===== src/adtc_defs.vh =====
/*
  constants for the converter timing configuration block: register
  offsets, field positions, reset values and sequencer timing.
  assumes it is included by bare name from the top design file.
*/
`ifndef ADTC_DEFS_VH
`define ADTC_DEFS_VH

`define ADTC_TIMING_OFS 8'h00
`define ADTC_STATUS_OFS 8'h04
`define ADTC_SRC_BIT 15
`define ADTC_SAMC_HI 12
`define ADTC_SAMC_LO 8
`define ADTC_DIV_HI 7
`define ADTC_DIV_LO 0
`define ADTC_TIMING_MASK 16'h9FFF
`define ADTC_TIMING_RST 16'h0000
`define ADTC_ST_SAMPLING 16
`define ADTC_ST_CONVERTING 17
`define ADTC_CONV_TAD 12

`endif


===== src/adtc_tad_gen.v =====
/*
  conversion clock tick generator: one mclk pulse per conversion
  clock period, either from the rc tick input or from mclk divided.
  assumes mclk is the instruction cycle and rc_tick is synchronous.
*/
module adtc_tad_gen #(
  parameter DIV_W = 8
) (
  input wire mclk,
  input wire sys_rst,
  input wire ce,
  input wire run,
  input wire src_rc,
  input wire [DIV_W-1:0] div,
  input wire rc_tick,
  output reg tad_tick
);

  reg [DIV_W-1:0] cnt;

  always @(posedge mclk)
  begin
    if (sys_rst)
    begin
      cnt <= {DIV_W{1'b0}};
      tad_tick <= 1'b0;
    end
    else if (ce)
    begin
      if (!run)
      begin
        // restart divider phase so each mclk-divided conversion starts on a full period
        cnt <= {DIV_W{1'b0}};
        tad_tick <= 1'b0;
      end
      else if (src_rc)
      begin
        tad_tick <= rc_tick;
        cnt <= {DIV_W{1'b0}};
      end
      else if (cnt == div)
      begin
        // period is div + 1 instruction cycles
        tad_tick <= 1'b1;
        cnt <= {DIV_W{1'b0}};
      end
      else
      begin
        tad_tick <= 1'b0;
        cnt <= cnt + {{(DIV_W-1){1'b0}}, 1'b1};
      end
    end
  end

endmodule


===== src/adtc_top.v =====
/*
  converter timing configuration: ahb-lite register slave holding the
  timing register, plus a sample/convert sequencer timed by it.
  assumes a single ahb-lite master, word transfers, and conv_start
  as a one-cycle pulse synchronous to mclk.
*/
// Design decisions made here: the register offsets and the AHB-Lite slave port.
// Summary of operation
// - source bit one selects rc clock ticks
// - bits 14 and 13 read zero, ignore writes
// - sample field counts sampling in conversion periods
// - implemented fields read/write, reset to zero
// - period equals instruction cycle times divider plus one
// - sample field zero gives zero sampling periods
`include "adtc_defs.vh"

module adtc_top #(
  parameter CONV_TAD = `ADTC_CONV_TAD
) (
  input wire mclk,
  input wire sys_rst,
  input wire ce,
  input wire hsel,
  input wire [31:0] haddr,
  input wire [1:0] htrans,
  input wire hwrite,
  input wire [2:0] hsize,
  input wire hready,
  input wire [31:0] hwdata,
  input wire conv_start,
  input wire rc_tick,
  output reg [31:0] hrdata,
  output reg hreadyout,
  output reg hresp,
  output wire tad_tick,
  output reg sampling,
  output reg converting,
  output reg conv_done
);

  localparam ST_IDLE = 2'b00;
  localparam ST_SAMPLE = 2'b01;
  localparam ST_CONVERT = 2'b10;

  reg [15:0] timing;
  reg [15:0] next_timing;
  reg wr_pend;
  reg [7:0] wr_addr;
  reg [1:0] state;
  reg act_src;
  reg [4:0] act_samc;
  reg [7:0] act_div;
  reg [4:0] tad_cnt;
  reg [31:0] next_rdata;
  wire addr_ph;
  wire [15:0] status_lo;
  wire seq_end;

  // registered read data needs the value a write in flight will leave
  function [31:0] adtc_read;
    input [7:0] addr;
    input [15:0] tval;
    input [15:0] sval;
    input samp;
    input conv;
    begin
      adtc_read = 32'h00000000;
      if (addr == `ADTC_TIMING_OFS)
        adtc_read = {16'h0000, tval & `ADTC_TIMING_MASK};
      else if (addr == `ADTC_STATUS_OFS)
      begin
        adtc_read[15:0] = sval;
        adtc_read[`ADTC_ST_SAMPLING] = samp;
        adtc_read[`ADTC_ST_CONVERTING] = conv;
      end
    end
  endfunction

  assign addr_ph = hsel & htrans[1] & hready;
  assign status_lo = {act_src, 2'b00, act_samc, act_div};
  // stop the divider on the last tick, else a stray tick follows done
  assign seq_end = (state == ST_CONVERT) & tad_tick & (tad_cnt == CONV_TAD[4:0] - 5'h01);

  always @*
  begin
    next_timing = timing;
    if (wr_pend && (wr_addr == `ADTC_TIMING_OFS))
      next_timing = hwdata[15:0] & `ADTC_TIMING_MASK;
  end

  always @*
  begin
    next_rdata = adtc_read(haddr[7:0], next_timing, status_lo, sampling, converting);
    if (haddr[31:8] != 24'h000000)
      next_rdata = 32'h00000000;
  end

  // bus slave: zero wait states, always okay
  always @(posedge mclk)
  begin
    if (sys_rst)
    begin
      timing <= `ADTC_TIMING_RST;
      wr_pend <= 1'b0;
      wr_addr <= 8'h00;
      hrdata <= 32'h00000000;
      hreadyout <= 1'b1;
      hresp <= 1'b0;
    end
    else if (ce)
    begin
      timing <= next_timing;
      hreadyout <= 1'b1;
      hresp <= 1'b0;
      wr_pend <= addr_ph & hwrite & (haddr[31:8] == 24'h000000) & (hsize == 3'b010);
      wr_addr <= haddr[7:0];
      if (addr_ph && !hwrite)
        hrdata <= next_rdata;
    end
  end

  adtc_tad_gen #(
    .DIV_W(8)
  ) u_tad (
    .mclk(mclk),
    .sys_rst(sys_rst),
    .ce(ce),
    .run((state != ST_IDLE) & ~seq_end),
    .src_rc(act_src),
    .div(act_div),
    .rc_tick(rc_tick),
    .tad_tick(tad_tick)
  );

  // sequencer works only from the copy taken at start
  always @(posedge mclk)
  begin
    if (sys_rst)
    begin
      state <= ST_IDLE;
      act_src <= 1'b0;
      act_samc <= 5'h00;
      act_div <= 8'h00;
      tad_cnt <= 5'h00;
      sampling <= 1'b0;
      converting <= 1'b0;
      conv_done <= 1'b0;
    end
    else if (ce)
    begin
      conv_done <= 1'b0;
      case (state)
        ST_IDLE:
        begin
          if (conv_start)
          begin
            act_src <= timing[`ADTC_SRC_BIT];
            act_div <= timing[`ADTC_DIV_HI:`ADTC_DIV_LO];
            act_samc <= timing[`ADTC_SAMC_HI:`ADTC_SAMC_LO];
            tad_cnt <= 5'h00;
            if (timing[`ADTC_SAMC_HI:`ADTC_SAMC_LO] == 5'h00)
            begin
              state <= ST_CONVERT;
              converting <= 1'b1;
            end
            else
            begin
              state <= ST_SAMPLE;
              sampling <= 1'b1;
            end
          end
        end
        ST_SAMPLE:
        begin
          if (tad_tick)
          begin
            if (tad_cnt == act_samc - 5'h01)
            begin
              // sampled for exactly act_samc periods
              state <= ST_CONVERT;
              sampling <= 1'b0;
              converting <= 1'b1;
              tad_cnt <= 5'h00;
            end
            else
              tad_cnt <= tad_cnt + 5'h01;
          end
        end
        ST_CONVERT:
        begin
          if (tad_tick)
          begin
            if (tad_cnt == CONV_TAD[4:0] - 5'h01)
            begin
              state <= ST_IDLE;
              converting <= 1'b0;
              conv_done <= 1'b1;
              tad_cnt <= 5'h00;
            end
            else
              tad_cnt <= tad_cnt + 5'h01;
          end
        end
        default:
        begin
          state <= ST_IDLE;
          sampling <= 1'b0;
          converting <= 1'b0;
        end
      endcase
    end
  end

endmodule


===== config.mk =====
export PLATFORM = sky130hd
export DESIGN_NAME = adtc_top
export DESIGN_NICKNAME = d
export VERILOG_FILES = /design/src/adtc_tad_gen.v /design/src/adtc_top.v
export VERILOG_INCLUDE_DIRS = /design/src
export SDC_FILE = /design/constraint.sdc
export NUM_CORES = 1
export LEC_CHECK = 0
export BUFFER_PORTS_ARGS = -buffer_cell sky130_fd_sc_hd__buf_4
export CAP_MARGIN = 20
export CELL_PAD_IN_SITES_DETAIL_PLACEMENT = 0
export CELL_PAD_IN_SITES_GLOBAL_PLACEMENT = 1
export CORE_ASPECT_RATIO = 2
export CORE_MARGIN = 5
export CORE_UTILIZATION = 37
export DETAILED_ROUTE_END_ITERATION = 8
export MAX_ROUTING_LAYER = met4
export PLACE_DENSITY_LB_ADDON = 0.1
export SLEW_MARGIN = 20
export SYNTH_ARGS = -nofsm -noshare
export SYNTH_HDL_FRONTEND = slang
export SYNTH_SLANG_ARGS = --single-unit
export TNS_END_PERCENT = 1

===== constraint.sdc =====
create_clock -name mclk -period 2.25 [get_ports mclk]
set_input_delay 0.45 -clock mclk [delete_from_list [all_inputs] [get_ports mclk]]
set_output_delay 0.45 -clock mclk [all_outputs]
set_load 0.01 [all_outputs]

==> results.md, run 1 <==
- Ys Warns: 0
- Maximum fanout along the worst path: 5
- CTS Root Buffer Type: clkbuf_16
- Fmax: about 0.48 GHz
- Highest ir drop seen on vdd: 0.0005027 V
- Grt total ovfl: 0
- Global-route wire length before repair: 15950 µm
- Cell count after synthesis: 403
- Vias in the first global route: between 3000 and 4000
- CP startpoint kind: register
- Synth Register Bits: 72
- Fin crit share: 92.54%
- Fin crit period: roughly 2100 ps
- Sequential area share after synthesis: approximately two fifths
- Largest cells by area after synthesis: dfxtp_1 41%, nor2_1 7.7%, mux2_2 4.8%
- Core area: around 0.0093 mm²
- Pins over their slew limit: 0
- Avg Synthesized Cell Area: between 8 and 9 µm²
- CTS tree: yes
- PnR worst setup slack: between 150 and 200 ps
- Vias per std cell: 5.195
- Final std cells w/o fill: around 600
- Setup_tns: 0 ps
- # diodes: 0
- Worst reg2reg path depth: 7
- Worst hold endpoint: wr_addr[3]
- Fin. Hold Viols: 0
- CP arrival: around 2300 ps
- Wirelength per Cell: 16.81 µm
- Pleak: between 1.5 and 2 nW
- Worst hold-check path type: in2reg
- RSZ-0062 raised after global routing: no
- Worst reg2reg startpoint: act_samc[1]
- CP endpoint kind: register
- Post-synth EDFFs: 0
- Pre-CTS WS: between 20 and 30 ps
- Final WL: around 9900 µm
- Setup bufs post-CTS: 0
- Clock Skew: between 10 and 15 ps
- Reg2reg end: tad_cnt[3]
- Area leader, netlist: dfxtp_1
- Hold Buf Count CTS: 0
- Most used DFF post-synth: dfxtp_1
- Worst EP required: 2450 ps
- Post-synth cell types: 52
- Worst-path clk slew: about 60 ps
- Post-DP HPWL: approximately 7400 µm
- Synth top cells by count: 72 x dfxtp_1, 72 x nor2_1, 37 x nand2_1
- Die area: 0.01162 mm²
- Top-area cell type share of the netlist area: slightly above 40%
- Hold path start: haddr[3]
- H-tree Lvls: 3
- Largest net degree at the start of global routing: 29
- Setup violators final: 0
- Die Ht: 147.6 µm
- R2R setup slack: roughly 170 ps
- Util after Layout: between 40% and 50%
- CTS Buffer Depth: 2
- Max_cap viols: 0
- TritonCTS Buffers: 9
- DP Cell Count: about 570
- Starting density of the core: between 30% and 40%
- I/O pin cnt: between 100 and 150
- First-pass detailed-route iteration total: 5
- P&R area growth vs syn: 28.70%
- Routed Antenna Nets: 0
- Vias: between 3000 and 4000
- Total Routing Usage GR: between 10% and 20%
- Initial antenna violation count: 0
- DRC Markers: 0
- Pwr Density: slightly below 800 mW/mm²
- CTS Sinks: between 70 and 80
- Rows: 50
- IO buf count: 77
- Outcome: finished, final reports clean
- Fill count: between 900 and 1000
- Asr flop ratio synth: 0%
- Register area: about 0.0014 mm²
- Layout cells sized above 1: a little over a quarter
- CP startpoint: act_samc[1]
- Worst hold stages: 3
- Synthesized cell area: around 0.0035 mm²
- PostCTS Resize Cnt: 0
- Final net count: ~570
- Multi-input logic area: roughly 0.0018 mm²
- DIE WIDTH: just under 80 µm
- Critical path class: reg2reg
- GP Congestion: between 0.8 and 0.9
- Initial drt markers: around 150
- Worst skew pair latency: about 340 ps
registers in the layout, summed over array words and instances, names as in the netlist:
signal,count
state,2
u_tad.tad_tick,1
converting,1
u_tad.cnt,8
sampling,1
act_samc,5
timing,14
act_src,1
hrdata,16
wr_pend,1
tad_cnt,5
conv_done,1
wr_addr,8
act_div,8
routing by layer:
metal	global-route usage [%]	part of all wire, %
met1	17.90	37
met3	2.134	3.2
met4	8.669	1.8
met5	-	0
met2	34.33	58
cell type report:
type / count / area share (%)
clock buffer: 10 / 5.304
clock inverter: 6 / 1.999
inverter: 10 / 0.8331
multi-input combinational: 295 / 40.93
sequential: 72 / 31.99
tap: 104 / 2.888
timing repair buffer: 93 / 16.05
worst max-delay path by stage:
| stage | endpoint |
|---|---|
| 2_1_floorplan | state[0] |
| 3_3_place_gp | tad_cnt[2] |
| 3_5_place_dp | tad_cnt[4] |
| 4_1_cts | tad_cnt[4] |
| 5_1_grt | state[1] |
| 6_report | tad_cnt[3] |
cells in the final DEF (no fill, tap or decap), drive strengths merged, types with 6 or more instances in the layout:
master and instances:
buf 93, nor2 72, dfxtp 72, nand2 37, nor3 22, xor2 19, a21oi 18, conb 18
mux2 15, a222oi 14, nor4 12, inv 11, mux2i 10, clkbuf 10, ha 7, nand4 6
cells by family (layout without fill, tap and decap cells):
kind of cell               count (synthesis)  count (layout)  synth area share, %
AOI/OAI and AO/OA                         54              54                11.79
xor gates and xnor gates                  24              24                6.004
adders and majority gates                  7               7                2.502
buffers and inverters                     52             119                8.041
DFF                                       72              72                41.17
muxes                                     25              25                7.684
other                                      2              18               0.2145
and+or+nand+nor                          167             167                22.59
critical path: stages (launching register included):
cell and delay [ps]:
dfxtp_1 370, inv_1 60, ha_1 220, xnor2_1 140, o2bb2ai_1 120, a2111o_1 530, a311oi_2 430, nor3_1 100
metrics by stage:
stage                     cell area (µm²)  hold slack, ps  power, mW
after global placement               4170           449.7      1.960
after floorplan                      3561           441.3      1.757
after global routing                 4506           379.2      3.658
final                                4506           366.1      3.510
after detailed placement             4170           459.2      1.966
after CTS                            4499           357.8      3.541
report_power, final:
part | switching [mW] | internal [mW] | leakage [nW]
sequential | 0.0555 | 1.33 | 0.586
clock | 0.559 | 1.00 | 0.159
combinational | 0.298 | 0.260 | 1.21
total | 0.912 | 2.60 | 1.95
Note: power is estimated with default switching activity, not from simulation.
==> run 2, diff against run 1 <==
Settings changed: CORE_UTILIZATION 37 to 40.
Clock period 2.25 ns to 2.4 ns, I/O delays scaled along.
==> run 2 against run 1 <==
Compared with the run above: flip-flop and latch count did not move; die area fell by 6.8%; critical path depth unchanged.
==> results.md, run 2 (synthesis gave the netlist of run 1 again) <==
- Outcome: finished, final reports clean
- IO buf count: 77 (unchanged)
- CTS Buffer Depth: 2 (unchanged)
- Maximum fanout along the worst path: 5 (unchanged)
- CTS Sinks: 72 (unchanged)
- Die area: 0.01084 mm² (-6.8%)
- Final std cells w/o fill: 584 (-1.0%)
- Fin. Hold Viols: 0 (unchanged)
- Worst EP required: 2600 ps (+150 ps)
- CTS tree: yes
- Final WL: 9823 µm (-0.95%)
- Most common cell after layout, fill and taps aside: buf_4
- Setup bufs post-CTS: 0 (unchanged)
- Core area: 0.008588 mm² (-7.9%)
- Largest net degree at the start of global routing: 42 (+45%)
- DIE WIDTH: 76.15 µm (-3.3%)
- I/O pin cnt: 115 (unchanged)
- Starting density of the core: 40.76% (+3.2 points)
- Max_cap viols: 0 (unchanged)
- CP arrival: 2390 ps (+100 ps)
- Wirelength per Cell: 16.82 µm (about the same)
- Biggest regs: hrdata (16), timing (14)
- Post-DP HPWL: 7273 µm (-2.0%)
- Fill count: 856 (-9.3%)
- Setup_tns: 0 ps (unchanged)
- TritonCTS Buffers: 9 (unchanged)
- Layout cells sized above 1: 26.45% (-0.51 points)
- H-tree Lvls: 3 (unchanged)
- Vias: 3061 (-0.13%)
- Worst-Margin Slew: 628.7 ps
- Critical path class: reg2reg
- Most frequent cells in the layout: 90 x buf_4, 72 x nor2_1, 72 x dfxtp_1
- DP Cell Count: 568 (-1.0%)
- Setup violators final: 0 (unchanged)
- Routed Antenna Nets: 0 (unchanged)
- Initial antenna violation count: 0 (unchanged)
- GP Congestion: 0.8566 (+1.7%)
- Util after Layout: 52.01% (+3.7 points)
- Max reg flops: 16 (unchanged)
- Worst skew pair latency: 340 ps (about the same)
- Grt total ovfl: 0 (unchanged)
- Worst hold-check path type: in2reg
- CP endpoint kind: register
- Hold WS: 399.3 ps (+33.20 ps)
- Final net count: 563 (-0.35%)
- Total Power: 3.268 mW (-6.9%)
- Biggest register: hrdata
- Hold Buf Count CTS: 0 (unchanged)
- Global-route wire length before repair: 15550 µm (-2.5%)
- Pins over their slew limit: 0 (unchanged)
- Pleak: 1.937 nW (-0.82%)
- Die Ht: 142.3 µm (-3.6%)
- Fmax: 0.4555 GHz (-5.2%)
- DRC Markers: 0 (unchanged)
- # diodes: 0 (unchanged)
- Vias per std cell: 5.241 (+0.90%)
- Clock Skew: 14.86 ps (+0.5483 ps)
- CP startpoint kind: register
- Rows: 48 (-4.0%)
- Initial drt markers: 200 (+38%)
- CTS Root Buffer Type: clkbuf_16
- PostCTS Resize Cnt: 0 (unchanged)
- Fin crit period: 2195 ps (+113.1 ps)
- P&R area growth vs syn: 27.59%
- First-pass detailed-route iteration total: 5 (unchanged)
- Pwr Density: 731.5 mW/mm² (-6.1%)
- Fin crit share: 91.46% (-1.1 points)
- Vias in the first global route: 3082 (-3.2%)
- Max_slew headroom: between 50% and 60%
- Worst-path clk slew: 60 ps (about the same)
- Highest ir drop seen on vdd: 0.0005664 V (+13%)
- RSZ-0062 raised after global routing: no
- Total Routing Usage GR: 18.66% (+0.48 points)
run 2: final cells by class:
class	count	area, µm²	share of cell area, %
multi-input cells	295	1838	41.15
flip-flops and latches	72	1441	32.27
repair buffers	91	695.7	15.57
clock buffers	10	239.0	5.350
well taps	100	125.1	2.801
clock inverters	6	90.09	2.017
inverters	10	37.54	0.8403
run 2: path summary, 6_finish.rpt:
path	startpoint	end	slack, ps	depth (start not counted)
hold / removal	haddr[3]	wr_addr[3]	400	3
hold reg to reg	timing[6]	act_div[6]	470	2
setup / recovery	act_samc[1]	tad_cnt[4]	200	7
setup reg to reg	act_samc[1]	tad_cnt[4]	200	7
run 2: layer usage:
metal / vias to the layer above / track usage, % / part of all wire [%] / wire [µm]
met4: 0 / 6.267 / 1.6 / 157
li1: 1536 / - / - / -
met2: 58 / 35.13 / 57 / 5634
met5: - / - / 0 / 0
met1: 1459 / 18.86 / 37 / 3674
met3: 8 / 3.802 / 3.6 / 358
run 2: power breakdown:
group	internal, mW	total, mW	leakage [nW]	switching, mW
clock network	0.942	1.46	0.159	0.521
logic	0.232	0.504	1.19	0.271
registers	1.25	1.30	0.586	0.0522
total	2.42	3.27	1.94	0.844
run 2: worst max-delay path, stage by stage (launching register included):
cell and delay [ps]:
dfxtp_1 370, inv_1 60, ha_1 230, xnor2_1 140, o2bb2ai_1 120, a2111o_1 510
a311oi_1 520, nor3_1 100
run 2: stage by stage:
step / area, µm² / setup slack, ps
final: 4467 / 204.8
after global routing: 4467 / 40.77
after CTS: 4467 / 179.4
after detailed placement: 4138 / 190.7
after global placement: 4138 / 210.3
after floorplan: 3561 / 444.6
